===== src/include/rmcv_pkg.sv =====
// Purpose: shared constants and types for the reset / machine check vectoring unit
// Assumes: 32-bit effective addresses, 32-bit machine state word
// Notes:   bit positions of the machine state word are parameters of this package
package rmcv_pkg;
    localparam int unsigned ADDR_W      = 32;
    localparam int unsigned MSW_W       = 32;
    // exception vector offsets
    localparam logic [ADDR_W-1:0] VEC_RESET  = 32'h0000_0100;
    localparam logic [ADDR_W-1:0] VEC_MCHECK = 32'h0000_0200;
    // machine state word field positions
    localparam int unsigned MCE_BIT     = 12;
    localparam int unsigned RECOV_BIT   = 1;
    // reset values
    localparam logic [MSW_W-1:0]  MSW_RESET  = 32'h0000_0000;
    localparam logic [ADDR_W-1:0] ADDR_RESET = 32'h0000_0000;
    // bus operation kinds
    typedef enum logic [1:0] {
        RMCV_OP_NONE  = 2'h0,
        RMCV_OP_READ  = 2'h1,
        RMCV_OP_WRITE = 2'h2,
        RMCV_OP_FETCH = 2'h3
    } rmcv_op_t;
    // controller states, one-hot
    typedef enum logic [2:0] {
        RMCV_RUN  = 3'h1,
        RMCV_SAVE = 3'h2,
        RMCV_STOP = 3'h4
    } rmcv_state_t;
endpackage


===== src/include/rmcv_sync_if.sv =====
// Purpose: carries synchronised pin levels from the synchroniser to the controller
// Assumes: single clock domain
// Notes:   none
`timescale 1ns/1ps
interface rmcv_sync_if;
    logic soft_reset;
    logic hard_reset;
    logic machine_check_input;
    modport src (output soft_reset, output hard_reset, output machine_check_input);
    modport dst (input soft_reset, input hard_reset, input machine_check_input);
endinterface


===== src/core/rmcv_core.sv =====
// Purpose: system reset and machine check exception recognition and vectoring
// Assumes: core asks for a resume address and machine state; ce low freezes all state
// Notes:   one exception is taken per save cycle; reset beats machine check
`timescale 1ns/1ps
module rmcv_core #(
    parameter int unsigned ADDR_W = rmcv_pkg::ADDR_W,
    parameter int unsigned MSW_W  = rmcv_pkg::MSW_W
) (
    input  wire logic              clk,
    input  wire logic              resetn,
    input  wire logic              ce,
    input  wire logic              soft_reset_pin,
    input  wire logic              hard_reset_pin,
    input  wire logic              machine_check_input,
    input  wire logic              transfer_error_ack,
    input  wire logic [1:0]        bus_op,
    input  wire logic              bus_op_own,
    input  wire logic              addr_parity_err,
    input  wire logic              data_parity_err,
    input  wire logic              icache_parity_err,
    input  wire logic              dcache_parity_err,
    input  wire logic              state_corrupt,
    input  wire logic [ADDR_W-1:0] resume_addr,
    input  wire logic [MSW_W-1:0]  state_wr_data,
    input  wire logic              state_wr,
    output logic [MSW_W-1:0]       machine_state_reg,
    output logic [ADDR_W-1:0]      saved_return_address,
    output logic [MSW_W-1:0]       saved_status_copy,
    output logic [ADDR_W-1:0]      vector_addr,
    output logic                   vector_take,
    output logic                   checkstop
);
    rmcv_sync_if sync ();

    rmcv_pin_sync u_sync (
        .clk            (clk),
        .resetn         (resetn),
        .ce             (ce),
        .soft_reset_pin (soft_reset_pin),
        .hard_reset_pin (hard_reset_pin),
        .mcheck_pin     (machine_check_input),
        .sync           (sync)
    );

    function automatic logic own_op_ok(input logic [1:0] op, input logic own);
        own_op_ok = own && (op != rmcv_pkg::RMCV_OP_NONE);
    endfunction

    rmcv_pkg::rmcv_state_t state_q;
    rmcv_pkg::rmcv_state_t state_d;
    logic              reset_cause;
    logic              mc_cause;
    logic              bus_err_ok;
    logic              mc_enable;
    logic              take_reset;
    logic              take_mc;
    logic              corrupt_q;
    logic              is_reset_q;
    logic              rst_lvl_q;
    logic [MSW_W-1:0]  save_copy;

    // bus error is meaningless on snoops or foreign masters
    assign bus_err_ok  = transfer_error_ack && own_op_ok(bus_op, bus_op_own);
    assign reset_cause = sync.soft_reset || sync.hard_reset;
    assign mc_cause    = bus_err_ok || sync.machine_check_input
                       || addr_parity_err || data_parity_err
                       || icache_parity_err || dcache_parity_err;
    assign mc_enable   = machine_state_reg[rmcv_pkg::MCE_BIT];
    // reset level is edge-taken so a held pin yields one exception
    assign take_reset  = reset_cause && !rst_lvl_q;
    assign take_mc     = mc_cause && mc_enable && !take_reset;

    always_comb begin
        state_d = state_q;
        unique case (state_q)
            rmcv_pkg::RMCV_RUN: begin
                if (take_reset || take_mc) begin
                    state_d = rmcv_pkg::RMCV_SAVE;
                end else if (mc_cause && !mc_enable) begin
                    state_d = rmcv_pkg::RMCV_STOP;
                end
            end
            rmcv_pkg::RMCV_SAVE: begin
                state_d = rmcv_pkg::RMCV_RUN;
            end
            rmcv_pkg::RMCV_STOP: begin
                // only a reset leaves checkstop
                if (take_reset) begin
                    state_d = rmcv_pkg::RMCV_SAVE;
                end
            end
            default: state_d = rmcv_pkg::RMCV_RUN;
        endcase
    end

    always_ff @(posedge clk or negedge resetn) begin
        if (!resetn) begin
            state_q <= rmcv_pkg::RMCV_RUN;
        end else if (ce) begin
            state_q <= state_d;
        end
    end

    always_ff @(posedge clk or negedge resetn) begin
        if (!resetn) begin
            rst_lvl_q <= 1'b0;
        end else if (ce) begin
            rst_lvl_q <= reset_cause;
        end
    end

    always_comb begin
        save_copy = machine_state_reg;
        if (state_corrupt) begin
            save_copy[rmcv_pkg::RECOV_BIT] = 1'b0;
        end
    end

    // context save happens in the cycle the cause is accepted, vector follows
    always_ff @(posedge clk or negedge resetn) begin
        if (!resetn) begin
            saved_return_address <= rmcv_pkg::ADDR_RESET;
            saved_status_copy    <= rmcv_pkg::MSW_RESET;
            is_reset_q           <= 1'b0;
            corrupt_q            <= 1'b0;
        end else if (ce && state_d == rmcv_pkg::RMCV_SAVE) begin
            saved_return_address <= resume_addr;
            saved_status_copy    <= save_copy;
            is_reset_q           <= take_reset;
            corrupt_q            <= state_corrupt;
        end
    end

    always_ff @(posedge clk or negedge resetn) begin
        if (!resetn) begin
            machine_state_reg <= rmcv_pkg::MSW_RESET;
        end else if (ce) begin
            if (state_d == rmcv_pkg::RMCV_SAVE) begin
                machine_state_reg[rmcv_pkg::MCE_BIT] <= 1'b0;
            end else if (state_wr) begin
                machine_state_reg <= state_wr_data;
            end
        end
    end

    always_ff @(posedge clk or negedge resetn) begin
        if (!resetn) begin
            vector_take <= 1'b0;
            vector_addr <= rmcv_pkg::ADDR_RESET;
            checkstop   <= 1'b0;
        end else if (ce) begin
            vector_take <= (state_q == rmcv_pkg::RMCV_SAVE);
            if (state_q == rmcv_pkg::RMCV_SAVE) begin
                vector_addr <= is_reset_q ? rmcv_pkg::VEC_RESET : rmcv_pkg::VEC_MCHECK;
            end
            checkstop <= (state_d == rmcv_pkg::RMCV_STOP);
        end
    end

    // assertions
    property p_vec_reset;
        @(posedge clk) disable iff (!resetn)
        (ce && take_reset && state_q != rmcv_pkg::RMCV_SAVE) ##1 ce [*1] |=>
            (vector_take && vector_addr == rmcv_pkg::VEC_RESET);
    endproperty
    a_vec_reset: assert property (p_vec_reset) else $error("reset vector not taken");

    property p_recov_clear;
        @(posedge clk) disable iff (!resetn)
        (ce && state_d == rmcv_pkg::RMCV_SAVE && state_corrupt) |=>
            !saved_status_copy[rmcv_pkg::RECOV_BIT];
    endproperty
    a_recov_clear: assert property (p_recov_clear) else $error("recoverable copy kept");

    property p_vec_mc;
        @(posedge clk) disable iff (!resetn)
        (ce && take_mc && state_q == rmcv_pkg::RMCV_RUN) ##1 ce |=>
            (vector_take && vector_addr == rmcv_pkg::VEC_MCHECK);
    endproperty
    a_vec_mc: assert property (p_vec_mc) else $error("machine check vector wrong");

    property p_cstop;
        @(posedge clk) disable iff (!resetn)
        (ce && state_q == rmcv_pkg::RMCV_RUN && mc_cause && !mc_enable && !take_reset) |=>
            (checkstop && !vector_take);
    endproperty
    a_cstop: assert property (p_cstop) else $error("checkstop not entered");

    property p_enable_clr;
        @(posedge clk) disable iff (!resetn)
        (ce && vector_take) |-> !machine_state_reg[rmcv_pkg::MCE_BIT] || $past(state_wr);
    endproperty
    a_enable_clr: assert property (p_enable_clr) else $error("enable bit still set");

    property p_parity;
        @(posedge clk) disable iff (!resetn)
        (ce && state_q == rmcv_pkg::RMCV_RUN && mc_enable && !take_reset
            && (addr_parity_err || dcache_parity_err)) |=> state_q == rmcv_pkg::RMCV_SAVE;
    endproperty
    a_parity: assert property (p_parity) else $error("parity did not trap");

    property p_bus_err_qual;
        @(posedge clk) disable iff (!resetn)
        (ce && state_q == rmcv_pkg::RMCV_RUN && !bus_op_own && !take_reset
            && !sync.machine_check_input && !addr_parity_err && !data_parity_err
            && !icache_parity_err && !dcache_parity_err) |=> state_q == rmcv_pkg::RMCV_RUN;
    endproperty
    a_bus_err_qual: assert property (p_bus_err_qual) else $error("foreign bus error trapped");

    property p_save;
        @(posedge clk) disable iff (!resetn)
        (ce && state_d == rmcv_pkg::RMCV_SAVE) |=> saved_return_address == $past(resume_addr);
    endproperty
    a_save: assert property (p_save) else $error("resume address not saved");
endmodule


===== src/core/rmcv_pin_sync.sv =====
// Purpose: three-stage synchroniser for asynchronous pin inputs
// Assumes: pins are active high levels
// Notes:   a change is accepted only when stages two and three agree
`timescale 1ns/1ps
module rmcv_pin_sync (
    input  wire logic  clk,
    input  wire logic  resetn,
    input  wire logic  ce,
    input  wire logic  soft_reset_pin,
    input  wire logic  hard_reset_pin,
    input  wire logic  mcheck_pin,
    rmcv_sync_if.src   sync
);
    logic [2:0] s1_q;
    logic [2:0] s2_q;
    logic [2:0] s3_q;
    logic [2:0] lvl_q;

    always_ff @(posedge clk or negedge resetn) begin
        if (!resetn) begin
            s1_q  <= 3'h0;
            s2_q  <= 3'h0;
            s3_q  <= 3'h0;
            lvl_q <= 3'h0;
        end else if (ce) begin
            s1_q <= {mcheck_pin, hard_reset_pin, soft_reset_pin};
            s2_q <= s1_q;
            s3_q <= s2_q;
            // glitch filter: only stages two and three are compared
            lvl_q <= (s2_q & s3_q) | (lvl_q & (s2_q | s3_q));
        end
    end

    assign sync.soft_reset          = lvl_q[0];
    assign sync.hard_reset          = lvl_q[1];
    assign sync.machine_check_input = lvl_q[2];
endmodule


===== config.mk =====
export PLATFORM = sky130hd
export DESIGN_NAME = rmcv_core
export DESIGN_NICKNAME = d
export VERILOG_FILES = /design/src/include/rmcv_pkg.sv /design/src/include/rmcv_sync_if.sv /design/src/core/rmcv_core.sv /design/src/core/rmcv_pin_sync.sv
export SDC_FILE = /design/constraint.sdc
export NUM_CORES = 1
export LEC_CHECK = 0
export ABC_AREA = 1
export BUFFER_PORTS_ARGS = -buffer_cell sky130_fd_sc_hd__buf_2
export CORE_UTILIZATION = 49
export DETAILED_ROUTE_END_ITERATION = 8
export PLACE_DENSITY = 0.81
export RECOVER_POWER = 25
export SLEW_MARGIN = 20
export SYNTH_ARGS = -nofsm -noshare
export SYNTH_HDL_FRONTEND = slang
export SYNTH_SLANG_ARGS = --single-unit

===== constraint.sdc =====
create_clock -name clk -period 1.9 [get_ports clk]
set_input_delay 0.095 -clock clk [delete_from_list [all_inputs] [get_ports clk]]
set_output_delay 0.095 -clock clk [all_outputs]
set_load 0.01 [all_outputs]

==> insert_results.sql <==
INSERT INTO impl_metrics (metric_group, metric, value, unit) VALUES
('status', 'outcome', 'completed', ''),
('power_and_ir_drop', 'sequential_share_of_power', '37.5', '%'),
('global_route', 'globalRouteTotalUtil', '26.4', '%'),
('floorplan', 'initial_core_util', '50.7', '%'),
('timing', 'rsz_0062_raised_after_global_routing', 'false', ''),
('final_layout', 'mostFrequentLayoutCell', 'nand2_1', ''),
('power_and_ir_drop', 'largest_voltage_drop_on_the_vdd_net', '778', 'uV'),
('final_layout', 'layout.area.seq', '2930', 'sq um'),
('final_layout', 'final_nets', '892', ''),
('timing', 'final_max_slew_viol_count', '0', ''),
('worst_hold_path', 'holdCritPathClass', 'in2reg', ''),
('logic_synthesis', 'post_synth.cell_area_avg', '8.82', 'sq um'),
('clock_tree', 'worst_skew_pair.late_latency', '0.51', 'ns'),
('critical_path', 'timing.setup.critical_path_class', 'reg2reg', ''),
('floorplan', 'placement_rows', '37', ''),
('final_layout', 'fillCellCount', '782', ''),
('power_and_ir_drop', 'power_switching_share', '36.7', '%'),
('final_layout', 'layout_common_cells', '231 x nand2_1, 177 x buf_2, 116 x dfrtp_1, 70 x dlygate4sd3_1, 67 x nand3_1', ''),
('logic_synthesis', 'ys_top_cells_by_area', 'dfrtp_1 55%, nand2_1 17%, buf_4 9.4%', ''),
('logic_synthesis', 'synth.lib_cells_used.distinct', '22', ''),
('routing', 'dr_total_vias', '4786', ''),
('logic_synthesis', 'postSynthCellCount', '596', ''),
('routing', 'drt-total-wl', '14.2', 'mm'),
('critical_path', 'critPathMaxFanout', '31', ''),
('power_and_ir_drop', 'clock_power_share', '28.1', '%'),
('timing', 'totalNegativeSetupSlack', '0', 'ns'),
('final_layout', 'drive_gt1_share', '28.3', '%'),
('floorplan', 'floorplan.die_area', '11100', 'sq um'),
('power_and_ir_drop', 'comb_power_share', '34.3', '%'),
('placed_design', 'post-place-cells', '859', ''),
('final_layout', 'final_cell_count_no_fill', '960', ''),
('critical_path', 'critical_path.endpoint_type', 'flop', ''),
('logic_synthesis', 'post-synth-top-area-cell', 'dfrtp_1', ''),
('clock_tree', 'cts_made_buffers', '17', ''),
('global_route', 'global_route_wire_length_before_repair', '22.6', 'mm'),
('clock_tree', 'number_of_buffers_inserted_by_post_cts_setup_repair', '0', ''),
('clock_tree', 'ctsRootBufferMaster', 'clkbuf_8', ''),
('clock_tree', 'clock_sinks', '117', ''),
('floorplan', 'fp.dieH', '106', 'um'),
('global_route', 'maximum_number_of_pins_on_one_net_before_global_route_repair', '52', ''),
('clock_tree', 'cts_tree', 'yes', ''),
('placed_design', 'routabilityCongestion', '0.836', ''),
('power_and_ir_drop', 'p_per_area', '1540', 'nW/um^2'),
('global_route', 'number_of_global_route_vias_before_repair', '4625', ''),
('routing', 'drt-vias-per-instance', '4.99', ''),
('power_and_ir_drop', 'internal_power', '7.03', 'mW'),
('timing', 'max_slew_headroom_at_the_worst_pin', '33.1', '%'),
('final_layout', 'area_used_by_multi_input_combinational_logic', '1710', 'sq um'),
('floorplan', 'core', '10400', 'sq um'),
('logic_synthesis', 'yosys_register_bits', '117', ''),
('routing', 'drt_first_iter_violations', '407', ''),
('routing', 'route.detailed.wl_per_inst', '14.8', 'um'),
('timing', 'final-setup-viol-count', '0', ''),
('timing', 'setup_clock_skew_after_layout', '0.0124', 'ns'),
('timing', 'tightest_slew', '1.00', 'ns'),
('global_route', 'grt_antenna_before_repair', '1', ''),
('floorplan', 'io-pin-count', '210', ''),
('placed_design', 'place_hpwl', '8.87', 'mm'),
('logic_synthesis', 'synth-seq-area-share', '55.8', '%'),
('logic_synthesis', 'synth_largest_type_area_fraction', '55.3', '%'),
('power_and_ir_drop', 'power.static_leakage', '4.07', 'nW'),
('critical_path', 'critPathRequiredTime', '2.30', 'ns'),
('timing', 'max_freq', '569', 'MHz'),
('logic_synthesis', 'syn_area', '5250', 'sq um'),
('timing', 'timing.final.crit_share', '92.4', '%'),
('final_layout', 'syn_to_final_growth', '37.2', '%'),
('critical_path', 'crit_arrival', '2.16', 'ns'),
('clock_tree', 'clkSlewWorstSetupHoldPaths', '0.05', 'ns'),
('critical_path', 'critical_path_launch_point_type', 'flop', ''),
('placed_design', 'port_buffers', '179', ''),
('routing', 'drcViolationCount', '0', ''),
('clock_tree', 'cts-root-to-sink-buffers', '2', ''),
('timing', 'post-route-min-period', '1.76', 'ns'),
('global_route', 'gr-total-overflow', '0', ''),
('logic_synthesis', 'synth_warnings', '0', ''),
('power_and_ir_drop', 'p_sw', '4.07', 'mW'),
('clock_tree', 'h-tree-depth', '4', ''),
('timing', 'hold_violations', '0', ''),
('routing', 'firstDrtPassIters', '4', ''),
('run', 'cap_violations', '0', ''),
('floorplan', 'chipWidth', '106', 'um'),
('routing', 'detail-route-antenna-nets', '0', '');
## worst max-delay path, cell delays in order, from the launching register on
cell,delay (ns)
dfstp_2,0.55
inv_1,0.07
nand3_1,0.08
nand2_1,0.09
nand2_4,0.08
buf_4,0.25
nand3_1,0.16
buf_12,0.21
nand2_1,0.08
nand2_1,0.05
## cells by family after synthesis
logic type	count (synthesis)	share of synthesized area (%)
other cells	1	0.0714
compound gates	19	1.91
buf+inv	114	13.9
flops	117	55.8
simple gates	344	28.2
mux	1	0.214
## cell usage after synthesis
| cell | count |
|---|---|
| buf_1 | 2 |
| buf_2 | 12 |
| buf_4 | 66 |
| buf_6 | 5 |
| clkbuf_1 | 12 |
| clkinv_1 | 1 |
| conb_1 | 1 |
| dfrtp_1 | 116 |
| dfstp_2 | 1 |
| inv_1 | 13 |
| inv_2 | 3 |
| mux2_2 | 1 |
| nand2_1 | 231 |
| nand2_2 | 3 |
| nand2_4 | 1 |
| nand3_1 | 67 |
| nand3_2 | 1 |
| nand4_1 | 34 |
| nor2_1 | 7 |
| o211ai_1 | 2 |
| o21ai_0 | 16 |
| o21ai_1 | 1 |
## metrics by stage
step | total power [mW] | worst slack, ns | utilization (%) | instance area, sq um | hold WS, ns
floorplan | 6.72 | 0.465 | - | 5360 | -0.201
global placement | 7.63 | 0.226 | 57.1 | 5920 | 0.0888
detailed placement | 7.82 | 0.155 | 57.1 | 5920 | 0.100
CTS | 11.1 | 0.144 | 69.5 | 7210 | 0.0584
global route | 11.8 | 0.0183 | 69.5 | 7210 | 0.0915
finish | 11.1 | 0.144 | 69.5 | 7210 | 0.0856
## path summary, 6_finish.rpt
check | startpoint | endpoint | slack, ns | cells past startpoint
min in group asynchronous | resetn | saved_return_address[25] | 0.28 | 2
max in group asynchronous | resetn | saved_return_address[1] | 0.66 | 3
min reg2reg | saved_return_address[30] | saved_return_address[30] | 0.47 | 2
min | bus_op[0] | state_q[0] | 0.09 | 6
max | state_q[0] | machine_state_reg[4] | 0.14 | 9
max reg2reg | state_q[0] | machine_state_reg[4] | 0.14 | 9
## final cells by class
type	count	area share (%)
sequential	117	40.6
timing repair buffer	265	24.3
multi-input combinational	394	23.7
clock buffer	21	6.37
tap	136	2.36
clock inverter	9	1.77
inverter	17	0.885
antenna	1	0.0347
## routing by layer
| metal | GRT usage, % | wire (um) | vias up |
|---|---|---|---|
| met5 | 0 | 0 | - |
| met4 | 9.03 | 215 | 0 |
| met3 | 7.24 | 1000 | 20 |
| met2 | 45.8 | 7300 | 230 |
| met1 | 31.6 | 5710 | 2271 |
| li1 | - | - | 2265 |
## power by group through the flow
stage / Sequential [mW] / Combinational (mW) / Clock [mW]
after floorplan: 4.37 / 2.36 / 0
after global placement: 4.13 / 3.50 / 0
after detailed placement: 4.18 / 3.64 / 0
after CTS: 4.16 / 3.77 / 3.19
after global routing: 4.28 / 4.22 / 3.30
final: 4.16 / 3.81 / 3.13
## timing repair
item / CTS / global route
gates resized for setup: 0 / 0
hold endpoints to repair: 107 / 0
hold buffers: 70 / 0
Note: power is estimated with default switching activity, not from simulation.
